[src/design/pin_share_consts.svh]
// constants for the test-pin sharing and probe block
// How it works
// RULE1: flexible mode, test mode select low switches shared pins to boundary scan.
// RULE2: shared pins stay in scan use until the test state machine enters reset.
// RULE3: five test clocks with mode select high reach the reset state.
// RULE4: test reset low holds the state machine in reset; scan is unavailable.
// RULE5: dedicated mode keeps the three shared pins for boundary scan only.
// RULE6: dedicated mode, mode select drives the standard state machine, not sharing.
// RULE7: two probe outputs present any selected internal node in real time; the code registers them, so they follow one core clock late.
// RULE8: with debugging finished each probe pin acts as an ordinary user pin.
// RULE9: one-time fuse picks the mode; unprogrammed fuse means flexible mode.
// RULE10: in user function, the scan logic ignores the pin except mode select.
`ifndef PIN_SHARE_CONSTS_SVH
`define PIN_SHARE_CONSTS_SVH

// shared pin lanes
`define PIN_TCK 0
`define PIN_TDI 1
`define PIN_TDO 2
`define PIN_N   3

// synchroniser lanes
`define SY_TCK  0
`define SY_TDI  1
`define SY_TMS  2
`define SY_TRST 3
`define SY_FUSE 4
`define SY_N    5
`define SY_RST  5'h04

// probe node selection
`define NODE_W  16
`define SEL_W   4

// consecutive test clocks with mode select high that force reset
`define RESET_TCKS 3'h5
`define CNT_MAX    3'h7

`endif

[src/design/pin_share_pkg.sv]
// types for the test-pin sharing and probe block
package pin_share_pkg;

    // test state machine, one-hot
    typedef enum logic [15:0] {
        tap_reset    = 16'h0001,
        tap_idle     = 16'h0002,
        tap_sel_dr   = 16'h0004,
        tap_cap_dr   = 16'h0008,
        tap_shift_dr = 16'h0010,
        tap_ex1_dr   = 16'h0020,
        tap_pause_dr = 16'h0040,
        tap_ex2_dr   = 16'h0080,
        tap_upd_dr   = 16'h0100,
        tap_sel_ir   = 16'h0200,
        tap_cap_ir   = 16'h0400,
        tap_shift_ir = 16'h0800,
        tap_ex1_ir   = 16'h1000,
        tap_pause_ir = 16'h2000,
        tap_ex2_ir   = 16'h4000,
        tap_upd_ir   = 16'h8000
    } tap_state_t;

endpackage

[src/design/pin_share_ctrl.sv]
// test-pin sharing control, test state machine and two diagnostic probes
`timescale 1ns/10ps
`default_nettype none
`include "pin_share_consts.svh"

module pin_share_ctrl (
    // clock, reset, enable
    input  wire logic                core_clk,
    input  wire logic                rst_n,
    input  wire logic                clk_en,
    // test pins from the tester, and the mode fuse
    input  wire logic                tms_pin,
    input  wire logic                trst_n_pin,
    input  wire logic                fuse_blown,
    // shared pins: tck, tdi, tdo lanes
    input  wire logic [`PIN_N-1:0]   pin_in,
    output logic      [`PIN_N-1:0]   pin_out,
    output logic      [`PIN_N-1:0]   pin_oe,
    // user side of the shared pins
    input  wire logic [`PIN_N-1:0]   user_out,
    input  wire logic [`PIN_N-1:0]   user_oe,
    output logic      [`PIN_N-1:0]   user_in,
    // status
    output logic                     scan_active,
    output pin_share_pkg::tap_state_t tap_state,
    // probes
    input  wire logic [`NODE_W-1:0]  probe_nodes,
    input  wire logic [`SEL_W-1:0]   probe_sel_a,
    input  wire logic [`SEL_W-1:0]   probe_sel_b,
    input  wire logic                debug_en,
    input  wire logic [1:0]          user_probe_out,
    input  wire logic [1:0]          user_probe_oe,
    output logic                     probe_out_a,
    output logic                     probe_out_b,
    output logic      [1:0]          probe_oe
);
    import pin_share_pkg::*;

    // standard test state machine step
    function automatic tap_state_t tap_next(input tap_state_t s, input logic tms);
        tap_state_t n;
        n = tap_reset;
        unique case (s)
            tap_reset:    n = tms ? tap_reset  : tap_idle;
            tap_idle:     n = tms ? tap_sel_dr : tap_idle;
            tap_sel_dr:   n = tms ? tap_sel_ir : tap_cap_dr;
            tap_cap_dr:   n = tms ? tap_ex1_dr : tap_shift_dr;
            tap_shift_dr: n = tms ? tap_ex1_dr : tap_shift_dr;
            tap_ex1_dr:   n = tms ? tap_upd_dr : tap_pause_dr;
            tap_pause_dr: n = tms ? tap_ex2_dr : tap_pause_dr;
            tap_ex2_dr:   n = tms ? tap_upd_dr : tap_shift_dr;
            tap_upd_dr:   n = tms ? tap_sel_dr : tap_idle;
            tap_sel_ir:   n = tms ? tap_reset  : tap_cap_ir;
            tap_cap_ir:   n = tms ? tap_ex1_ir : tap_shift_ir;
            tap_shift_ir: n = tms ? tap_ex1_ir : tap_shift_ir;
            tap_ex1_ir:   n = tms ? tap_upd_ir : tap_pause_ir;
            tap_pause_ir: n = tms ? tap_ex2_ir : tap_pause_ir;
            tap_ex2_ir:   n = tms ? tap_upd_ir : tap_shift_ir;
            tap_upd_ir:   n = tms ? tap_sel_dr : tap_idle;
            default:      n = tap_reset;
        endcase
        return n;
    endfunction

    // synchronisers and tck edge history
    logic [`SY_N-1:0] sy1_q, sy2_q;
    logic             tck_hist_q;
    logic [1:0]       warm_q;
    logic [`SY_N-1:0] sy_raw;
    logic             tck_s, tdi_s, tms_s, trst_s, dedicated;
    logic             tck_rise, tck_fall;

    always_comb begin
        sy_raw           = '0;
        sy_raw[`SY_TCK]  = pin_in[`PIN_TCK];
        sy_raw[`SY_TDI]  = pin_in[`PIN_TDI];
        sy_raw[`SY_TMS]  = tms_pin;
        sy_raw[`SY_TRST] = trst_n_pin;
        sy_raw[`SY_FUSE] = fuse_blown;
    end

    // two flops per outside input, plus one for edges
    always_ff @(posedge core_clk or negedge rst_n) begin
        if (!rst_n) begin
            sy1_q      <= `SY_RST;
            sy2_q      <= `SY_RST;
            tck_hist_q <= 1'b0;
            warm_q     <= '0;
        end else if (clk_en) begin
            sy1_q      <= sy_raw;
            sy2_q      <= sy1_q;
            tck_hist_q <= sy2_q[`SY_TCK];
            warm_q     <= {warm_q[0], 1'b1};   // fuse lane valid once the chain has filled
        end
    end

    assign tck_s     = sy2_q[`SY_TCK];
    assign tdi_s     = sy2_q[`SY_TDI];
    assign tms_s     = sy2_q[`SY_TMS];
    assign trst_s    = sy2_q[`SY_TRST];
    assign dedicated = sy2_q[`SY_FUSE];   // fuse unprogrammed reads 0: flexible
    assign tck_rise  = tck_s & ~tck_hist_q;
    assign tck_fall  = ~tck_s & tck_hist_q;

    // state machine, sharing flag and scan path
    tap_state_t tap_q, tap_d;
    logic       active_q, active_d;
    logic       bypass_q, bypass_d;
    logic       tdo_q, tdo_d;
    logic       tdo_oe_q, tdo_oe_d;
    logic       shifting;
    logic       clk_ok;

    assign shifting = (tap_q == tap_shift_dr) || (tap_q == tap_shift_ir);
    assign clk_ok   = active_q || dedicated;

    always_comb begin
        tap_d    = tap_q;
        active_d = active_q;
        bypass_d = bypass_q;
        tdo_d    = tdo_q;
        tdo_oe_d = tdo_oe_q;
        if (!trst_s) begin
            tap_d = tap_reset;                                  // RULE4
        end else if (clk_ok && tck_rise) begin
            tap_d = tap_next(tap_q, tms_s);                     // RULE3 RULE6 RULE10
            if (tap_q == tap_cap_dr || tap_q == tap_cap_ir)
                bypass_d = 1'b0;
            else if (shifting)
                bypass_d = tdi_s;
        end
        if (clk_ok && tck_fall) begin
            tdo_d    = bypass_q;
            tdo_oe_d = shifting;
        end
        if (!clk_ok || !trst_s)
            tdo_oe_d = 1'b0;
        if (dedicated) begin
            active_d = 1'b1;                                    // RULE5 RULE6
        end else if (!active_q) begin
            active_d = !tms_s && trst_s;                        // RULE1 RULE9
        end else if (tap_d == tap_reset && (tap_q != tap_reset || tck_rise)) begin
            active_d = 1'b0;                                    // RULE2
        end else if (!trst_s) begin
            active_d = 1'b0;                                    // RULE4
        end
    end

    always_ff @(posedge core_clk or negedge rst_n) begin
        if (!rst_n) begin
            tap_q    <= tap_reset;
            active_q <= 1'b0;
            bypass_q <= 1'b0;
            tdo_q    <= 1'b0;
            tdo_oe_q <= 1'b0;
        end else if (clk_en) begin
            tap_q    <= tap_d;
            active_q <= active_d;
            bypass_q <= bypass_d;
            tdo_q    <= tdo_d;
            tdo_oe_q <= tdo_oe_d;
        end
    end

    assign scan_active = active_q;
    assign tap_state   = tap_q;

    // shared pin multiplexing
    logic [`PIN_N-1:0] pin_out_q, pin_out_d, pin_oe_q, pin_oe_d;
    logic              scan_side;

    // user side stays off until the fuse lane is known, so a dedicated pin never sees user drive
    assign scan_side = active_q || dedicated || !warm_q[1];                 // RULE5

    generate
        for (genvar i = 0; i < `PIN_N; i++) begin : g_pin
            always_comb begin
                if (scan_side) begin
                    pin_out_d[i] = (i == `PIN_TDO) ? tdo_q : 1'b0;      // RULE5
                    pin_oe_d[i]  = (i == `PIN_TDO) ? tdo_oe_q : 1'b0;
                end else begin
                    pin_out_d[i] = user_out[i];                         // RULE10
                    pin_oe_d[i]  = user_oe[i];
                end
            end
            assign user_in[i] = scan_side ? 1'b0 : pin_in[i];
        end
    endgenerate

    // probe multiplexing
    logic [1:0] probe_q, probe_d, probe_oe_q, probe_oe_d;

    always_comb begin
        if (debug_en) begin
            probe_d    = {probe_nodes[probe_sel_b], probe_nodes[probe_sel_a]};  // RULE7
            probe_oe_d = 2'h3;
        end else begin
            probe_d    = user_probe_out;                                        // RULE8
            probe_oe_d = user_probe_oe;
        end
    end

    always_ff @(posedge core_clk or negedge rst_n) begin
        if (!rst_n) begin
            pin_out_q  <= '0;
            pin_oe_q   <= '0;
            probe_q    <= 2'h0;
            probe_oe_q <= 2'h0;
        end else if (clk_en) begin
            pin_out_q  <= pin_out_d;
            pin_oe_q   <= pin_oe_d;
            probe_q    <= probe_d;
            probe_oe_q <= probe_oe_d;
        end
    end

    assign pin_out     = pin_out_q;
    assign pin_oe      = pin_oe_q;
    assign probe_out_a = probe_q[0];
    assign probe_out_b = probe_q[1];
    assign probe_oe    = probe_oe_q;

    // helper: consecutive test clock rises with mode select high
    logic [2:0] hi_cnt_q, hi_cnt_d;

    always_comb begin
        hi_cnt_d = hi_cnt_q;
        if (clk_ok && tck_rise)
            hi_cnt_d = !tms_s ? 3'h0 : (hi_cnt_q == `CNT_MAX) ? hi_cnt_q : hi_cnt_q + 3'h1;
    end

    always_ff @(posedge core_clk or negedge rst_n) begin
        if (!rst_n)
            hi_cnt_q <= 3'h0;
        else if (clk_en)
            hi_cnt_q <= hi_cnt_d;
    end
endmodule

`default_nettype wire

[config.mk]
export PLATFORM = sky130hd
export DESIGN_NAME = pin_share_ctrl
export DESIGN_NICKNAME = d
export VERILOG_FILES = /design/src/design/pin_share_pkg.sv /design/src/design/pin_share_ctrl.sv
export VERILOG_INCLUDE_DIRS = /design/src /design/src/design
export SDC_FILE = /design/constraint.sdc
export NUM_CORES = 1
export LEC_CHECK = 0
export BUFFER_PORTS_ARGS = -buffer_cell sky130_fd_sc_hd__buf_2
export CAP_MARGIN = 20
export CORE_MARGIN = 2
export CORE_UTILIZATION = 55
export CTS_CLUSTER_SIZE = 28
export DETAILED_ROUTE_END_ITERATION = 8
export PLACE_DENSITY_LB_ADDON = 0.3
export SYNTH_ARGS = -nofsm -noshare
export SYNTH_HDL_FRONTEND = slang
export SYNTH_SLANG_ARGS = --single-unit
[constraint.sdc]
create_clock -name core_clk -period 4.1 [get_ports core_clk]
set_input_delay 0.82 -clock core_clk [delete_from_list [all_inputs] [get_ports core_clk]]
set_output_delay 0.82 -clock core_clk [all_outputs]
set_load 0.02 [all_outputs]
Word level (Yosys, flattened, before mapping)
Index checks and enable logic that the tools add are counted.

Mux-type cells: 38. $lt $le $gt $ge: 2. Add/subtract/negate cells: 0. Shift-type cells: 0. Bitwise logic cells: 4. Div/mod/pow operators: 0. Reductions and logical operators: 22. $mul: 0. Eq/ne operators: 18.

Operators with widths (number): case mux 16 bit (12 select lines) (1); two-way mux 16 bit (4); equality test 16 x 1 -> 1 bit (second input constant) (2); two-way mux 1 bit (19); two-way mux 9 bit (2); equality test 16 x 10 -> 1 bit (second input constant) (1); equality test 16 x 11 -> 1 bit (second input constant) (1); equality test 16 x 12 -> 1 bit (second input constant) (1); equality test 16 x 13 -> 1 bit (second input constant) (1); equality test 16 x 14 -> 1 bit (second input constant) (1); equality test 16 x 15 -> 1 bit (second input constant) (1); equality test 16 bit (second input constant) (1); equality test 16 x 2 -> 1 bit (second input constant) (1); equality test 16 x 3 -> 1 bit (second input constant) (1); equality test 16 x 4 -> 1 bit (second input constant) (1); equality test 16 x 5 -> 1 bit (second input constant) (1); equality test 16 x 6 -> 1 bit (second input constant) (1); equality test 16 x 7 -> 1 bit (second input constant) (1); equality test 16 x 8 -> 1 bit (second input constant) (1); equality test 16 x 9 -> 1 bit (second input constant) (1); != test 16 x 1 -> 1 bit (second input constant) (1); two-way mux 15 bit (1); two-way mux 13 bit (1); two-way mux 11 bit (1); 17 further kinds (37).

Register bits after elaboration: 43. Memories kept: 0. Output and inout bits: 30. Bits in latches: 0. Memory bits (writable): 0. Memory bits (read-only): 0. Input bits: 44.

Logic depth before layout (Yosys ltp)
Depth in word-level cells: 10. Mapped depth: 10. Mapped depth without buffers: 8.

Worst setup path after synthesis
Ideal clock, no wire load.

Kind: register -> register. From: reg tap_q[3], in the netlist tap_state[3]. To: reg active_q, in the netlist scan_active. Path buffers: 2. Required time: 4023 ps. Library setup time: 77 ps. Clock period less this slack: 2546 ps. Arrival time: 2469 ps. Path slack: 1554 ps. Stages on the path, launching flop included: 9. Cell sequence: dfrtp_1 -> buf_2 -> or4_4 -> buf_6 -> or4_4 -> or3_1 -> a31oi_1 -> o31ai_1 -> a21oi_1.

Cells in the longest elaborated chain, start to end: 10. Elaborated cells on any way between the ends: 29.

RTL lines: start, declared (RTL line pin_share_ctrl.sv:106) `tap_state_t tap_q, tap_d;`; start signal, assigned (RTL line pin_share_ctrl.sv:151) `tap_q <= tap_reset;`; start signal, assigned (RTL line pin_share_ctrl.sv:157) `tap_q <= tap_d;`; equality test 16 bit, or another cell as far along (RTL line pin_share_ctrl.sv:43) `unique case (s)`; OR reduction 3 bit (no line) / OR reduction 2 bit (equally long branches); case mux 16 bit (12 select lines) (RTL line pin_share_ctrl.sv:43); two-way mux 16 bit (RTL line pin_share_ctrl.sv:125) `end else if (clk_ok && tck_rise) begin`; two-way mux 16 bit (RTL line pin_share_ctrl.sv:123) `if (!trst_s) begin`; equality test 16 x 1 -> 1 bit (RTL line pin_share_ctrl.sv:142) `end else if (tap_d == tap_reset && (tap_q != tap_reset || tck_rise)) begin`; logical AND 1 bit (*) (RTL line pin_share_ctrl.sv:142); two-way mux 1 bit (*) (RTL line pin_share_ctrl.sv:142); two-way mux 1 bit (*) (RTL line pin_share_ctrl.sv:140) `end else if (!active_q) begin`; two-way mux 1 bit (*) (RTL line pin_share_ctrl.sv:138) `if (dedicated) begin`; end signal, assigned (RTL line pin_share_ctrl.sv:158) `active_q <= active_d;`; end, declared (RTL line pin_share_ctrl.sv:107) `logic active_q, active_d;`.

Every way passes the cells marked *; elsewhere a longest branch is shown, timed or not. A chain may end at the register's enable or synchronous reset.

Worst setup path after layout
From: reg tap_q[5], in the netlist tap_state[5]. To: reg tap_q[8], in the netlist tap_state[8].

Cells in the longest elaborated chain, start to end: 5. Elaborated cells on any way between the ends: 22.

RTL lines (RTL line): equality test 16 bit, or another cell as far along (pin_share_ctrl.sv:43); OR reduction 3 bit (no line) / OR reduction 2 bit (equally long branches); case mux 16 bit (12 select lines) (*) (pin_share_ctrl.sv:43); two-way mux 16 bit (*) (pin_share_ctrl.sv:125); two-way mux 16 bit (*) (pin_share_ctrl.sv:123).

Marked as above.

==> impl_results.md <==
- Pwr dens: roughly 360 mW/mm²
- Cts bufs inserted: 5
- I/O Buffers: between 70 and 80
- Row Count: 25
- Syn Area/Cell: between 9 and 10 µm²
- Post-Synthesis Cells: roughly 300
- Number of global-route vias before repair: between 2000 and 3000
- Final setup fails: 0
- DRT Pass-1 Iters: 6
- R2R depth: 7
- Final Util: about two thirds
- First-pass GRT wire length: roughly 13000 µm
- Slew margin rel.: a little under two fifths
- Max incr delay on CP: approximately 700 ps
- EDFF count, synth: 0
- H-tree levels: 2
- TNS Setup: 0 ps
- Critical path depth: 7
- CTS Hold Bufs: 0
- TritonCTS clock tree: done
- Worst vdd ir: between 0.2 and 0.25 mV
- Area growth from synthesis to layout: 16.8%
- Clk pin slew, worst setup/hold paths: ~90 ps
- Post-synth cell types: between 40 and 50
- Starting Density: between 50% and 60%
- WHS Path Cells: 1
- Setup Fix Bufs, Post-CTS: 0
- Slowest-stage cell, CP: or4_1
- Post-CTS resize count: 0
- Int Power: between 700 and 800 µW
- Fraction of layout cells with a size suffix above 1: about a third
- P_sw: 376 µW
- Gpl congestion: just under 1
- Die H: between 70 and 80 µm
- Routed vias: between 2000 and 3000
- Status: finished clean
- Worst-skew pair later-pin latency: about 300 ps
- Seq/Total Area, Yosys: roughly two fifths
- Number of buffers and inverters on the critical path: 0
- Total wire length: 7810 µm
- Fin crit period: roughly 2600 ps
- WP data arrival: approximately 2900 ps
- Final worst-path cycle share: approximately 64%
- Die area: between 0.005 and 0.006 mm²
- Final net count: around 400
- Root Buffer: clkbuf_8
- Worst Setup End Kind: flop
- Routed len/inst: approximately 18 µm
- FF+latch count, synth: between 40 and 50
- Die width: approximately 75 µm
- Placed cells: approximately 420
- Routed Antenna Nets: 0
- Top FF cell, synth: dfrtp_1
- Syn_nets: 346
- FMAX: between 0.3 and 0.4 GHz
- Most common cell after layout, fill and taps aside: buf_2
- Synthesis Warnings: 0
- Hold Slack: ~480 ps
- Antenna violations before repair: 0
- Fraction of power consumed by sequential logic: approximately 45%
- Clock sinks: 43
- Max-cap violations: 0
- Min-Delay Path Class: flop to flop
- DR iter-0 viols: roughly 270
- Cell family with most CP delay: simple AND/OR/NAND/NOR gates
- Critical path required time: 4330 ps
- Switching Share: between 30% and 40%
- Worst-margin pin slew: between 900 and 1000 ps
- Clock share of power: 29.1%
- R2R Setup Slk: around 1500 ps
- Mapped Area: approximately 0.0028 mm²
- Max FO, Critical Path: 10
- Slew Limit Fails: 0
- Most frequent cells in the layout: 73 x buf_2, 40 x dfrtp_1, 29 x nand2_1, 24 x nor2_1
- Maximum buffer depth of the clock tree: 2
- Hold Vio Cnt, Final: 0
- Clock skew: between 10 and 15 ps
- Largest net degree at the start of global routing: 44
- Gr ovfl total: 0
- CP Launch Type: flop
- Worst setup path category: flop to flop
- Post-synth ARST share: 100%
- Top Ports: 74
- Lkg Pwr: approximately 0.0014 µW
- Layout Cells excl Fill: roughly 430
- Crit-path cells: or4_1 -> nor2_1 -> nand3_1 -> o311a_1 -> and4_1 -> or3_1 -> o21ai_0
- RSZ-0062 raised after global routing: no
- GRT Overall Usage: between 30% and 40%
- DR vias/cell: about 6.3
- Placeable Area: 0.00479 mm²
- DRC violation count after routing: 0
- Diodes inserted: 0
- Gate power share: 26.3%
- Detailed-placement wirelength estimate: between 5000 and 6000 µm
cell usage after synthesis (4+ instances only):
cell | n | area (µm²)
nand2_1 | 29 | 109
nor2_1 | 24 | 90.1
dfrtp_1 | 40 | 1000
a21oi_1 | 15 | 75.1
nand3_1 | 7 | 35.0
clkbuf_1 | 20 | 75.1
nand4_1 | 10 | 62.6
and3_1 | 6 | 37.5
mux4_2 | 10 | 225
mux2_2 | 13 | 146
nor3_1 | 15 | 75.1
mux2i_1 | 4 | 40.0
a22oi_1 | 4 | 30.0
inv_1 | 14 | 52.6
o22ai_1 | 15 | 93.8
xnor2_1 | 6 | 52.6
nor4_1 | 8 | 50.1
o21ai_0 | 14 | 70.1
sequential cells by signal (all words and copies together), names as in the netlist:
| name | cells |
|---|---|
| warm_q | 2 |
| scan_active | 1 |
| tdo_oe_q | 1 |
| tck_hist_q | 1 |
| pin_out | 3 |
| pin_oe | 3 |
| probe_q | 2 |
| bypass_q | 1 |
| tdo_q | 1 |
| sy2_q | 5 |
| tap_state | 16 |
| sy1_q | 5 |
| probe_oe | 2 |
metrics by stage:
step	power (µW)	area (µm²)	setup WS, ps
finish	1140	3210	1460
global route	1200	3210	1300
CTS	1140	3210	1500
detailed placement	815	3100	1520
global placement	814	3100	1540
floorplan	711	2750	1550
worst paths after layout:
path                                               start                        end
worst max-delay path            tap_state[5]$_DFFE_PN0P_   tap_state[8]$_DFFE_PN0P_
worst min-delay path               warm_q[0]$_DFFE_PN0P_      warm_q[0]$_DFFE_PN0P_
worst max register to register  tap_state[5]$_DFFE_PN0P_   tap_state[8]$_DFFE_PN0P_
worst min register to register     warm_q[0]$_DFFE_PN0P_      warm_q[0]$_DFFE_PN0P_
max in group asynchronous                          rst_n     pin_out[2]$_DFFE_PN0P_
min in group asynchronous                          rst_n  tap_state[12]$_DFFE_PN0P_
power by group through the flow:
stage	logic (µW)	registers (µW)	clock network, µW
4_1_cts	301	509	334
6_report	301	511	333
3_3_place_gp	297	517	0
2_1_floorplan	189	521	0
5_1_grt	329	517	353
3_5_place_dp	299	516	0
logic make-up (layout without fill, tap and decap cells):
kind of cell    count (synthesis)  in the layout  synth area share, %
buf+inv                        40             98                 6.09
mux                            27             27                 15.0
flops                          43             43                 39.2
xor+xnor                        9              9                 2.87
simple gates                  119            119                 22.3
compound gates                 64             64                 14.6
cell type report:
cell class | count | area [µm²]
inverters | 15 | 56.3
well taps | 67 | 83.8
clock inverters | 2 | 37.5
flip-flops and latches | 43 | 1080
multi-input cells | 219 | 1500
clock buffers | 6 | 72.6
fillers | 384 | 1570
repair buffers | 75 | 380
routing by layer:
layer	part of all wire, %	up-vias	routed length [µm]	GRT usage, %
met5	0	-	0	0
met1	40	1269	3110	40.0
li1	-	1230	-	-
met2	50	167	3870	50.6
met4	1.1	0	85	6.15
met3	9.6	13	749	7.23
Note: power is estimated with default switching activity, not from simulation.
